--- src/mosc_regs.svh ---
/*
  Register offsets, field positions, reset values and mode codes for the
  controller mode and output state block.
  Assumes inclusion by bare name from the package and the design module.
*/
`ifndef MOSC_REGS_SVH
`define MOSC_REGS_SVH

// ****************************************************************
// Register byte offsets on the APB bus.
// ****************************************************************
`define MOSC_CTRL_OFS    12'h000
`define MOSC_STATUS_OFS  12'h004
`define MOSC_DOUT_OFS    12'h008
`define MOSC_TPDUTY_OFS  12'h00C
`define MOSC_STEP_OFS    12'h010
`define MOSC_AOUT_OFS    12'h014

// ****************************************************************
// Field positions.
// ****************************************************************
`define MOSC_CTRL_REQ_LSB  0
`define MOSC_CTRL_REQ_MSB  1
`define MOSC_CTRL_FWDL     2
`define MOSC_CTRL_CALAI    3
`define MOSC_CTRL_CALAO    4

// ****************************************************************
// Mode codes as seen by software and the switch.
// ****************************************************************
`define MOSC_CODE_PROG     2'h0
`define MOSC_CODE_RUN      2'h1
`define MOSC_CODE_OFFLINE  2'h2
`define MOSC_SW_RUNLOCK    2'h0
`define MOSC_SW_RUNPROG    2'h1
`define MOSC_SW_PROGLOCK   2'h2

// ****************************************************************
// Reset values and off-state levels.
// ****************************************************************
`define MOSC_CTRL_RST    32'h0000_0000
`define MOSC_DUTY_OFF    8'h00
`define MOSC_AOUT_OFF    16'h0000

`endif

--- src/mosc_pkg.sv ---
/*
  Types for the controller mode and output state block.
  Assumes the constants header is on the include path.
*/
`include "mosc_regs.svh"
package mosc_pkg;
  // Operating mode of the controller.
  typedef enum logic [1:0] {
    MOSC_PROGRAM,
    MOSC_RUN,
    MOSC_OFFLINE
  } mosc_mode_t;
endpackage

--- src/mosc_mode_ctrl.sv ---
/*
  Controller mode selection and output state control with an APB slave.
  Assumes a single 125 MHz clock, a synchronous reset, and a scan strobe
  from the scan sequencer on the same clock; the mode switch is a pin.
*/
//
// Contract
// RUN drives all physical outputs from function block results.
// RUN shows force indications on module status LEDs.
// PROGRAM keeps scanning, stops blocks, forces all outputs off.
// Firmware download is accepted only in PROGRAM, locked or not.
// PROGRAM suppresses force indications on module status LEDs.
// OFFLINE keeps scanning, stops blocks, holds outputs captured on entry.
// OFFLINE allows analog input calibration, forces LEDs, refuses output calibration.
// OFFLINE keeps diagnostics monitoring on local and expansion racks.
// Off state drives discrete outputs low.
// Off state runs time-proportioned outputs at zero duty.
// Off state deasserts forward and reverse of each step pair.
// Off state commands analog outputs to zero current.
// Frozen state holds discrete outputs at last active level.
// Frozen state keeps time-proportioned outputs at last duty.
// Frozen state deasserts forward and reverse so motors hold.
// Frozen state holds analog outputs at last current.
// OFFLINE is entered only from RUN.
// Switch position overrides operator interface selection.
// Mode changes and freeze capture occur at a scan boundary.
`timescale 1ns/100ps
`default_nettype none
`include "mosc_regs.svh"

module mosc_mode_ctrl
  import mosc_pkg::*;
#(
  parameter int N_DO = 8,   // Discrete outputs.
  parameter int N_TP = 4,   // Time-proportioned outputs.
  parameter int N_ST = 2,   // Step output pairs.
  parameter int N_AO = 4    // Analog current outputs.
) (
  input  wire logic                 ref_clk,       // Clock, 125 MHz.
  input  wire logic                 reset,         // Synchronous reset, high.
  input  wire logic                 psel,          // APB select.
  input  wire logic                 penable,       // APB enable.
  input  wire logic                 pwrite,        // APB direction.
  input  wire logic [11:0]          paddr,         // APB byte address.
  input  wire logic [31:0]          pwdata,        // APB write data.
  output logic [31:0]               prdata,        // APB read data.
  output logic                      pready,        // APB ready.
  output logic                      pslverr,       // APB error.
  input  wire logic [1:0]           modeSwitch,    // Mode switch pin.
  input  wire logic                 scanEnd,       // Scan boundary pulse.
  input  wire logic                 forceActive,   // Forces present.
  input  wire logic [N_DO-1:0]      fbDout,        // Block discrete results.
  input  wire logic [N_TP*8-1:0]    fbDuty,        // Block duty results.
  input  wire logic [N_ST-1:0]      fbFwd,         // Block forward drive.
  input  wire logic [N_ST-1:0]      fbRev,         // Block reverse drive.
  input  wire logic [N_AO*16-1:0]   fbAout,        // Block analog results.
  output mosc_pkg::mosc_mode_t      modeOut,       // Active mode.
  output logic                      ioScanEn,      // I/O scanning enabled.
  output logic                      fbExecEn,      // Block execution enabled.
  output logic                      diagEn,        // Diagnostics monitoring.
  output logic                      forceLed,      // Force indication to LEDs.
  output logic                      fwDownloadEn,  // Firmware download allowed.
  output logic                      aiCalEn,       // Analog input cal allowed.
  output logic                      aoCalEn,       // Analog output cal allowed.
  output logic [N_DO-1:0]           dout,          // Discrete outputs.
  output logic [N_TP*8-1:0]         tpDuty,        // Time-proportioned duty.
  output logic [N_ST-1:0]           stepFwd,       // Step forward lines.
  output logic [N_ST-1:0]           stepRev,       // Step reverse lines.
  output logic [N_AO*16-1:0]        aout           // Analog current commands.
);
  import mosc_pkg::*;

  // ****************************************************************
  // Switch synchroniser.
  // ****************************************************************
  logic [1:0] swMeta_ff;
  logic [1:0] swSync_ff;

  // Two stages before any logic reads the switch.
  // Both stages reset to the program lock position, so that a scan boundary
  // right after reset cannot read a false run lock before the pin arrives.
  always_ff @(posedge ref_clk) begin
    if (reset) begin
      swMeta_ff <= `MOSC_SW_PROGLOCK;
      swSync_ff <= `MOSC_SW_PROGLOCK;
    end else begin
      swMeta_ff <= modeSwitch;
      swSync_ff <= swMeta_ff;
    end
  end

  // ****************************************************************
  // APB register file.
  // ****************************************************************
  logic [31:0] ctrl_ff;
  logic [31:0] prdata_ff;
  logic        pslverr_ff;
  wire  logic  apbAcc  = psel & penable;
  wire  logic  apbWr   = apbAcc & pwrite;
  wire  logic  hitCtrl = (paddr == `MOSC_CTRL_OFS);
  wire  logic  hitStat = (paddr == `MOSC_STATUS_OFS);
  wire  logic  hitDout = (paddr == `MOSC_DOUT_OFS);
  wire  logic  hitDuty = (paddr == `MOSC_TPDUTY_OFS);
  wire  logic  hitStep = (paddr == `MOSC_STEP_OFS);
  wire  logic  hitAout = (paddr == `MOSC_AOUT_OFS);
  wire  logic  hitAny  = hitCtrl | hitStat | hitDout | hitDuty | hitStep | hitAout;

  mosc_mode_t mode_ff;
  logic [31:0] statusWord;
  logic [31:0] rdMux;

  // Status shows mode, switch and permission flags.
  assign statusWord = {24'h00_0000, aoCalEn, aiCalEn, fwDownloadEn, forceLed,
                       swSync_ff, 2'(mode_ff)};

  // Read selection, unmapped addresses read zero.
  assign rdMux = hitCtrl ? ctrl_ff :
                 hitStat ? statusWord :
                 hitDout ? 32'(dout) :
                 hitDuty ? 32'(tpDuty) :
                 hitStep ? 32'({stepRev, stepFwd}) :
                 hitAout ? 32'(aout) : 32'h0000_0000;

  // Zero wait states; unmapped access answers with an error.
  assign pready  = 1'b1;
  assign prdata  = prdata_ff;
  assign pslverr = pslverr_ff;

  // Register write and read data capture.
  always_ff @(posedge ref_clk) begin
    if (reset) begin
      ctrl_ff    <= `MOSC_CTRL_RST;
      prdata_ff  <= 32'h0000_0000;
      pslverr_ff <= 1'b0;
    end else begin
      if (apbWr && hitCtrl) ctrl_ff <= {27'h000_0000, pwdata[4:0]};
      prdata_ff  <= (psel && !penable && !pwrite) ? rdMux : prdata_ff;
      pslverr_ff <= psel && !penable && !hitAny;
    end
  end

  // ****************************************************************
  // Mode resolution.
  // ****************************************************************
  wire logic [1:0] opReq = ctrl_ff[`MOSC_CTRL_REQ_MSB:`MOSC_CTRL_REQ_LSB];
  mosc_mode_t reqMode;
  mosc_mode_t nxt_mode;

  // Switch locks override the operator request.
  always_comb begin
    case (swSync_ff)
      `MOSC_SW_RUNLOCK:  reqMode = MOSC_RUN;
      `MOSC_SW_PROGLOCK: reqMode = MOSC_PROGRAM;
      default: begin
        case (opReq)
          `MOSC_CODE_RUN:     reqMode = MOSC_RUN;
          `MOSC_CODE_OFFLINE: reqMode = MOSC_OFFLINE;
          default:            reqMode = MOSC_PROGRAM;
        endcase
      end
    endcase
  end

  // OFFLINE only from RUN; otherwise stay put.
  assign nxt_mode = (reqMode == MOSC_OFFLINE && mode_ff != MOSC_RUN &&
                     mode_ff != MOSC_OFFLINE) ? mode_ff : reqMode;

  // Mode applies at the scan boundary only.
  always_ff @(posedge ref_clk) begin
    if (reset) mode_ff <= MOSC_PROGRAM;
    else if (scanEnd) mode_ff <= nxt_mode;
  end

  // ****************************************************************
  // Freeze capture and output selection.
  // ****************************************************************
  logic [N_DO-1:0]    frzDout_ff;
  logic [N_TP*8-1:0]  frzDuty_ff;
  logic [N_AO*16-1:0] frzAout_ff;
  wire  logic enterOff = scanEnd && mode_ff == MOSC_RUN && nxt_mode == MOSC_OFFLINE;

  // Capture last active values as OFFLINE begins.
  always_ff @(posedge ref_clk) begin
    if (reset) begin
      frzDout_ff <= '0;
      frzDuty_ff <= '0;
      frzAout_ff <= '0;
    end else if (enterOff) begin
      frzDout_ff <= fbDout;
      frzDuty_ff <= fbDuty;
      frzAout_ff <= fbAout;
    end
  end

  logic [N_DO-1:0]    nxt_dout;
  logic [N_TP*8-1:0]  nxt_duty;
  logic [N_ST-1:0]    nxt_fwd;
  logic [N_ST-1:0]    nxt_rev;
  logic [N_AO*16-1:0] nxt_aout;

  // Output value per mode.
  always_comb begin
    case (mode_ff)
      MOSC_RUN: begin
        nxt_dout = fbDout;
        nxt_duty = fbDuty;
        nxt_fwd  = fbFwd;
        nxt_rev  = fbRev;
        nxt_aout = fbAout;
      end
      MOSC_OFFLINE: begin
        nxt_dout = frzDout_ff;
        nxt_duty = frzDuty_ff;
        nxt_fwd  = '0;
        nxt_rev  = '0;
        nxt_aout = frzAout_ff;
      end
      default: begin
        nxt_dout = '0;
        nxt_duty = {N_TP{`MOSC_DUTY_OFF}};
        nxt_fwd  = '0;
        nxt_rev  = '0;
        nxt_aout = {N_AO{`MOSC_AOUT_OFF}};
      end
    endcase
  end

  // Output registers.
  always_ff @(posedge ref_clk) begin
    if (reset) begin
      dout    <= '0;
      tpDuty  <= '0;
      stepFwd <= '0;
      stepRev <= '0;
      aout    <= '0;
    end else begin
      dout    <= nxt_dout;
      tpDuty  <= nxt_duty;
      stepFwd <= nxt_fwd;
      stepRev <= nxt_rev;
      aout    <= nxt_aout;
    end
  end

  // ****************************************************************
  // Mode permissions.
  // ****************************************************************
  assign modeOut      = mode_ff;
  assign ioScanEn     = 1'b1;
  assign diagEn       = 1'b1;
  assign fbExecEn     = (mode_ff == MOSC_RUN);
  assign forceLed     = forceActive && (mode_ff != MOSC_PROGRAM);
  assign fwDownloadEn = (mode_ff == MOSC_PROGRAM) && ctrl_ff[`MOSC_CTRL_FWDL];
  assign aiCalEn      = (mode_ff != MOSC_RUN) && ctrl_ff[`MOSC_CTRL_CALAI];
  assign aoCalEn      = (mode_ff == MOSC_PROGRAM) && ctrl_ff[`MOSC_CTRL_CALAO];

  // ****************************************************************
  // Checks.
  // ****************************************************************
  chk_prog_off: assert property (@(posedge ref_clk) disable iff (reset)
    mode_ff == MOSC_PROGRAM |=> (dout == '0 && aout == '0 && tpDuty == '0))
    else $error("Outputs not off in program mode.");
  chk_offline_entry: assert property (@(posedge ref_clk) disable iff (reset)
    $changed(mode_ff) && mode_ff == MOSC_OFFLINE |-> $past(mode_ff) == MOSC_RUN)
    else $error("Offline entered from a mode other than run.");
  chk_offline_hold: assert property (@(posedge ref_clk) disable iff (reset)
    mode_ff == MOSC_OFFLINE && $past(mode_ff) == MOSC_OFFLINE |=> $stable(dout) && $stable(aout))
    else $error("Frozen outputs moved.");
  chk_step_off: assert property (@(posedge ref_clk) disable iff (reset)
    mode_ff != MOSC_RUN |=> (stepFwd == '0 && stepRev == '0))
    else $error("Step drive active outside run.");
  chk_mode_boundary: assert property (@(posedge ref_clk) disable iff (reset)
    !$past(scanEnd) |-> $stable(mode_ff))
    else $error("Mode changed off a scan boundary.");
  chk_switch_lock: assert property (@(posedge ref_clk) disable iff (reset)
    scanEnd && swSync_ff == `MOSC_SW_PROGLOCK |=> mode_ff == MOSC_PROGRAM)
    else $error("Switch lock not obeyed.");
  chk_force_led: assert property (@(posedge ref_clk) disable iff (reset)
    mode_ff == MOSC_PROGRAM |-> !forceLed)
    else $error("Force LED shown in program mode.");
  chk_run_follow: assert property (@(posedge ref_clk) disable iff (reset)
    mode_ff == MOSC_RUN ##1 mode_ff == MOSC_RUN |-> dout == $past(fbDout))
    else $error("Run outputs do not follow block results.");
  chk_ao_cal: assert property (@(posedge ref_clk) disable iff (reset)
    mode_ff == MOSC_OFFLINE |-> !aoCalEn)
    else $error("Output calibration allowed offline.");
  chk_fw_dl: assert property (@(posedge ref_clk) disable iff (reset)
    fwDownloadEn |-> mode_ff == MOSC_PROGRAM)
    else $error("Firmware download outside program.");
  chk_frz_duty: assert property (@(posedge ref_clk) disable iff (reset)
    mode_ff == MOSC_OFFLINE && $past(mode_ff) == MOSC_OFFLINE |=> $stable(tpDuty))
    else $error("Frozen duty moved.");
  chk_frz_capture: assert property (@(posedge ref_clk) disable iff (reset)
    enterOff |-> ##2 (aout == $past(fbAout, 2) && dout == $past(fbDout, 2)))
    else $error("Frozen values differ from the entry scan.");
  chk_run_led: assert property (@(posedge ref_clk) disable iff (reset)
    mode_ff == MOSC_RUN && forceActive |-> forceLed)
    else $error("Force LED hidden in run mode.");
  chk_offline_ai: assert property (@(posedge ref_clk) disable iff (reset)
    mode_ff == MOSC_OFFLINE && ctrl_ff[`MOSC_CTRL_CALAI] |-> aiCalEn)
    else $error("Input calibration refused offline.");

endmodule // mosc_mode_ctrl
`default_nettype wire

--- config.mk ---
export PLATFORM = sky130hd
export DESIGN_NAME = mosc_mode_ctrl
export DESIGN_NICKNAME = d
export VERILOG_FILES = /design/src/mosc_pkg.sv /design/src/mosc_mode_ctrl.sv
export VERILOG_INCLUDE_DIRS = /design/src /design/src/src
export SDC_FILE = /design/constraint.sdc
export NUM_CORES = 1
export LEC_CHECK = 0
export BUFFER_PORTS_ARGS = -buffer_cell sky130_fd_sc_hd__buf_2
export CELL_PAD_IN_SITES_DETAIL_PLACEMENT = 1
export CELL_PAD_IN_SITES_GLOBAL_PLACEMENT = 2
export CORE_ASPECT_RATIO = 1.25
export CORE_MARGIN = 3
export CORE_UTILIZATION = 28
export DETAILED_ROUTE_END_ITERATION = 16
export HOLD_SLACK_MARGIN = 0.12
export PLACE_DENSITY_LB_ADDON = 0.1
export REMOVE_ABC_BUFFERS = 1
export SLEW_MARGIN = 40
export SYNTH_ARGS = -nofsm -noshare
export SYNTH_HDL_FRONTEND = slang
export SYNTH_SLANG_ARGS = --single-unit
--- constraint.sdc ---
create_clock -name ref_clk -period 2.4 [get_ports ref_clk]
set_input_delay 0.24 -clock ref_clk [delete_from_list [all_inputs] [get_ports ref_clk]]
set_output_delay 0.24 -clock ref_clk [all_outputs]
set_load 0.03 [all_outputs]
# Yosys cells after proc, flatten, opt, wreduce, memory -nomap -nowiden
# Cells that the tools add are included.
# totals
latchBits	0
word_cells	68
input_bits	161
ff_bits	256
mem_bits_ro	0
ramBits	0
n_memories	0
out_inout_bits	151
# classes
n_lt_le_gt_ge	0
n_addsub	0
n_mul	0
n_reduce_logical	20
n_eq_ne	14
n_div	0
bitwise_logic	8
n_mux	12
shift	0
# ops
op	n
$mux W32	6
$pmux W64 S2	1
$pmux W32 S2	1
$eq A12 B4 Y1 const B	2
$eq A12 B5 Y1 const B	2
$pmux W8 S2	1
$eq A12 B3 Y1 const B	1
$logic_and A1 B1 Y1	12
$logic_not A12 Y1	1
$eq A2 B2 Y1 const B	5
$pmux W2 S2	2
$or A1 B1 Y1	5
$eq A2 B1 Y1 const B	2
$logic_not A2 Y1	2
$logic_not A1 Y1	3
$and A1 B1 Y1	2
$mux W2	1
$ne A2 B1 Y1 const B	1
$ne A2 B2 Y1 const B	1
$reduce_bool A2 Y1	1
$reduce_or A2 Y1	1
$not A1 Y1	1

# Logic depth before layout (Yosys ltp)
# depth
ltp_word	9
mapped_depth	8
depth_no_buf	7

# Least setup slack after synthesis
# OpenSTA, ideal clock, no wires.
# synth_timing
kind	reg2reg
from	reg mode_ff[1], in the netlist modeOut[1]
to	reg frzDuty_ff[13]
arrival_time_ns	2.110
path_buffers	3
slack_ns	0.219
period_less_slack_ns	2.181
setup_ns	0.071
required_ns	2.329
path_stages_with_launch	9
cell_sequence	dfxtp_1 -> inv_1 -> ha_1 -> clkbuf_1 -> nand3_1 -> clkbuf_1 -> clkbuf_1 -> nand2_1 -> a21oi_1
# synth_via
elab_cells_between_ends	9
cone_classes	4 x eq/ne; 1 x mux; 4 x reduce/logical
# synth_rtl
element	line_no	rtl
start, declared	mosc_mode_ctrl.sv:108	mosc_mode_t mode_ff;
start signal, assigned	mosc_mode_ctrl.sv:171	else if (scanEnd) mode_ff <= nxt_mode;
$eq A2 B1 Y1	-	
via fbExecEn	mosc_mode_ctrl.sv:59	output logic fbExecEn,
$logic_and A1 B1 Y1 (2 in a row)	mosc_mode_ctrl.sv:180	wire logic enterOff = scanEnd && mode_ff == MOSC_RUN && nxt_mode == MOSC_OFFLINE;
end signal, assigned	mosc_mode_ctrl.sv:190	frzDuty_ff <= fbDuty;
end, declared	mosc_mode_ctrl.sv:178	logic [N_TP*8-1:0] frzDuty_ff;
# The timed path passes the listed nets, and every way through them passes these cells.
# A chain may end at the register's enable or synchronous reset.

# Worst setup path after layout
# layout_timing
from	reg mode_ff[1], in the netlist modeOut[1]
to	out aiCalEn
# layout_via
elab_chain_len	2
# layout_rtl
element	line_no	rtl
$ne A2 B1 Y1	mosc_mode_ctrl.sv:254	assign aiCalEn = (mode_ff != MOSC_RUN) && ctrl_ff[`MOSC_CTRL_CALAI];
$logic_and A1 B1 Y1	mosc_mode_ctrl.sv:254	
end, declared	mosc_mode_ctrl.sv:63	output logic aiCalEn,
# Every way passes these cells.

==> results.txt <==
The detailed-route vias per instance is 4.78. Summed over all layers, the global routing overflow is 0. The core occupancy in the finished layout is 41.5%. Setup repair after global routing left no endpoint under its margin. The max-cap check violation count came out at 0. The starting density of the core came out at 28.7%.

The estimated wirelength of the detail-placed design came out at 21,400 µm. The smallest setup slack after layout came out at 203 ps. The number of nets with antenna violations after routing is 0.

Traced cell by cell, the critical path runs through inv_1 -> ha_4 -> nor2b_1 -> buf_2. The total power density per cell area is 699 nW/µm². The count of state elements after synthesis is 256. After synthesis, the cell types taking the most area are sky130_fd_sc_hd__dfxtp_1 56%, sky130_fd_sc_hd__a22oi_1 11%, sky130_fd_sc_hd__nand2_1 10%. The placement row count is 73. The filler cell count in the final layout is 3,821. The final clock skew came out at 8.45 ps. The average footprint of a synthesized cell came out at 8.62 µm².

The weighted congestion reported at the end of routability-driven placement came out at 0.776. The count of yosys warnings during synthesis came out at 0. The first-pass GRT wire length came out at 53,000 µm. STA classifies the critical path endpoint as an output pin.

The number of buffers created by CTS came out at 28. The number of nets at the end of the flow came out at 1,599. The pre-CTS setup slack is 217 ps. The max-slew violation count is 0.

The top cell type's share of synthesized area came out at 55.6%. The placeable core area came out at 32,200 µm². The number of standard cells after synthesis came out at 1,069.

Yosys mapped the design onto 43 distinct sky130hd cell types. Multiplexer cells account for 0.787% of the synthesized area. Clock latency on the worst-skew pair, taken at its later pin, is 530 ps.

Across every metal layer, demand over resource in global routing totals 18.6%. The static leakage came out at 5.28 nW. The number of DRC markers in iteration 0 is 397. The flow ran to the end, and the final reports show no timing, DRC or antenna violations. The worst setup path is of the reg2out kind. The total power draw is 9.32 mW. The number of top-level pins came out at 312. Setup violations remaining at the end of the flow were counted as 0. The die outline height is 209 µm. The relative slew slack came out at 61.1%. The number of enable-type register cells in the synthesized netlist came out at 0. STA puts the critical path data required time at 2160 ps. The delay of the slowest cell on the worst path came out at 430 ps. The post-synthesis share of cell area spent on and, or, nand and nor gates came out at 18.3%. The maximum frequency from static timing analysis is 455 MHz.

The number of global-route vias before repair is 9,320. Counting flops with an async set or reset pin after synthesis yields a share of 0%. The total clock sinks is 256. The fraction of synthesized cell area in xor and xnor cells is 0%. The floorplan step defined a die boundary enclosing 35,200 µm².

The worst-case clock buffer depth came out at 3. By area, the combinational part of the netlist is dominated by compound AO/OA/AOI/OAI gates. The area share of fa/ha/maj cells after synthesis came out at 0.407%. Across all hold checks on the routed design, the worst slack comes to 186 ps.

The clock edge transition at the registers on the reported setup and hold paths came out at 60 ps. From synthesis to final layout, the design area changed by 44.6%. The largest fanout of any net on the critical path is 21.

The initial antenna violation count came out at 2. The largest total area in the synthesized netlist belongs to sky130_fd_sc_hd__dfxtp_1. The time the worst path needs with I/O delays and setup is 2200 ps. The most used flip-flop cell after synthesis is sky130_fd_sc_hd__dfxtp_1. The largest individual stage delay along the critical path comes from the cell sky130_fd_sc_hd__dfxtp_1. The die extent in x came out at 168 µm. Post-CTS repair changed the size of 0 cells. The total number of vias is 8,937. The finished layout holds 1,871 standard cells, fillers aside. The worst voltage drop across the vdd grid is 0.662 mV. The cell sitting at the root of the clock tree is a sky130_fd_sc_hd__clkbuf_16. The pin slew with the least headroom to its limit is 581 ps. The count of buffers added on input and output ports is 281. The post-route DRC violation count is 0. The type of the worst min-delay path is in2reg. In this run the number of H-tree levels came out at 1. The number of setup buffers added after CTS is 0. The sum of routed wire length over all layers is 34,000 µm. The average routed wire per standard cell came out at 18.2 µm. The library cell with the highest instance count after synthesis is sky130_fd_sc_hd__dfxtp_1. The share of the clock period used by the worst path after layout is 91.6%. In this run the cell area of the synthesized design comes to 9220 µm². The clock tree from TritonCTS is built.

The number of hold violations in the final report came out at 0. Entering global routing, the biggest net connects 91 pins. The arrival time reported for the critical path endpoint came out at 1960 ps. The total iterations of the first detailed-routing run is 4.

STA classifies the critical path startpoint as a register. By count the netlist is led by 256 x sky130_fd_sc_hd__dfxtp_1, 245 x sky130_fd_sc_hd__nand2_1, 131 x sky130_fd_sc_hd__a22oi_1. Counting tap cells, the placed design contains a total of 1,693 instances. In the final layout, the share of cells above drive strength 1 is 24.7%. The register area share after synthesis came out at 55.6%.

The compound-cell area share of the yosys netlist came out at 20.5%.
==> routing by layer <==
| layer | global-route usage, % | share of wire [%] | vias to the layer above |
|---|---|---|---|
| li1 | - | - | 4384 |
| met1 | 23.4 | 43 | 4295 |
| met2 | 32.6 | 49 | 224 |
| met3 | 4.18 | 6.4 | 34 |
| met4 | 3.90 | 1.6 | 0 |
| met5 | 0 | 0 | - |
==> worst max-delay path: cells and delay by family (launching register included) <==
kind | cells | cell delay, ps
adders and majority gates | 1 | 290
and+or+nand+nor | 1 | 300
buffers and inverters | 2 | 410
DFF | 1 | 430
==> per-stage QoR <==
stage / instance area, µm² / TNS (ps)
3_5_place_dp: 11100 / 0
6_report: 13300 / 0
3_3_place_gp: 11100 / 0
5_1_grt: 13300 / 0
4_1_cts: 13300 / 0
2_1_floorplan: 8850 / -470560
==> path summary, 6_finish.rpt <==
kind,start,cells past startpoint,slack [ps],end
hold reg to reg,swMeta_ff[1],1,440,swSync_ff[1]
hold / removal,paddr[10],5,190,prdata[4]
setup reg to reg,modeOut[1],6,460,frzAout_ff[57]
setup / recovery,modeOut[1],4,200,aiCalEn
==> area by class of cell <==
class	count	area, µm²	share of cell area [%]
Clock inverter	6	80.1	0.601
Inverter	6	22.5	0.169
Clock buffer	46	860	6.45
Sequential cell	256	5120	38.4
Antenna cell	2	5.00	0.0375
Timing Repair Buffer	424	2960	22.2
Tap cell	412	515	3.87
Multi-Input combinational cell	719	3760	28.2
==> where the power goes <==
part	internal, mW	leakage, nW	switching (mW)	total, mW
combinational	0.312	2.75	0.351	0.663
sequential	4.27	2.06	0.0121	4.28
clock	2.64	0.463	1.73	4.37
total	7.22	5.28	2.09	9.32
==> what timing repair did <==
action / 4_1_cts / 5_1_grt
hold endpoints to repair: 223 / 0
hold buffers: 123 / 0
setup endpoints to repair: 0 / 0
==> state kept, by name, summed over array words and instances, names as in the netlist <==
| signal | cells |
|---|---|
| ctrl_ff | 5 |
| dout | 8 |
| stepRev | 2 |
| tpDuty | 32 |
| frzDuty_ff | 32 |
| aout | 64 |
| swSync_ff | 2 |
| pslverr | 1 |
| stepFwd | 2 |
| prdata | 32 |
| frzDout_ff | 8 |
| swMeta_ff | 2 |
| frzAout_ff | 64 |
| modeOut | 2 |
==> cell usage in the layout (no fill, tap or decap), drive strengths merged, types with 2 or more instances in the layout <==
| master | netlist | final |
|---|---|---|
| or3 | 3 | 3 |
| nand2b | 2 | 2 |
| dlygate4sd3 | 0 | 123 |
| a32oi | 4 | 4 |
| clkbuf | 70 | 46 |
| o22ai | 3 | 3 |
| buf | 20 | 301 |
| nor2b | 13 | 13 |
| and2 | 6 | 6 |
| diode | 0 | 2 |
| and3 | 3 | 3 |
| clkinv | 0 | 4 |
| nor2 | 117 | 117 |
| a211o | 4 | 4 |
| or2 | 3 | 3 |
| o21ai | 26 | 26 |
| a21oi | 108 | 108 |
| o31ai | 4 | 4 |
| mux2 | 2 | 2 |
| nor3 | 8 | 8 |
| ha | 3 | 3 |
| a22oi | 131 | 131 |
| a22o | 9 | 9 |
| or4 | 2 | 2 |
| nand3 | 7 | 7 |
| conb | 1 | 3 |
| dfxtp | 256 | 256 |
| inv | 6 | 6 |
| bufinv | 0 | 2 |
| nand2 | 245 | 245 |
| mux2i | 5 | 5 |
==> cell families after synthesis <==
kind of cell    count (synthesis)
fa+ha+maj                       3
simple gates                  412
other cells                     1
compound gates                294
buf+inv                        96
flops                         256
mux                             7
Note: power is estimated with default switching activity, not from simulation.
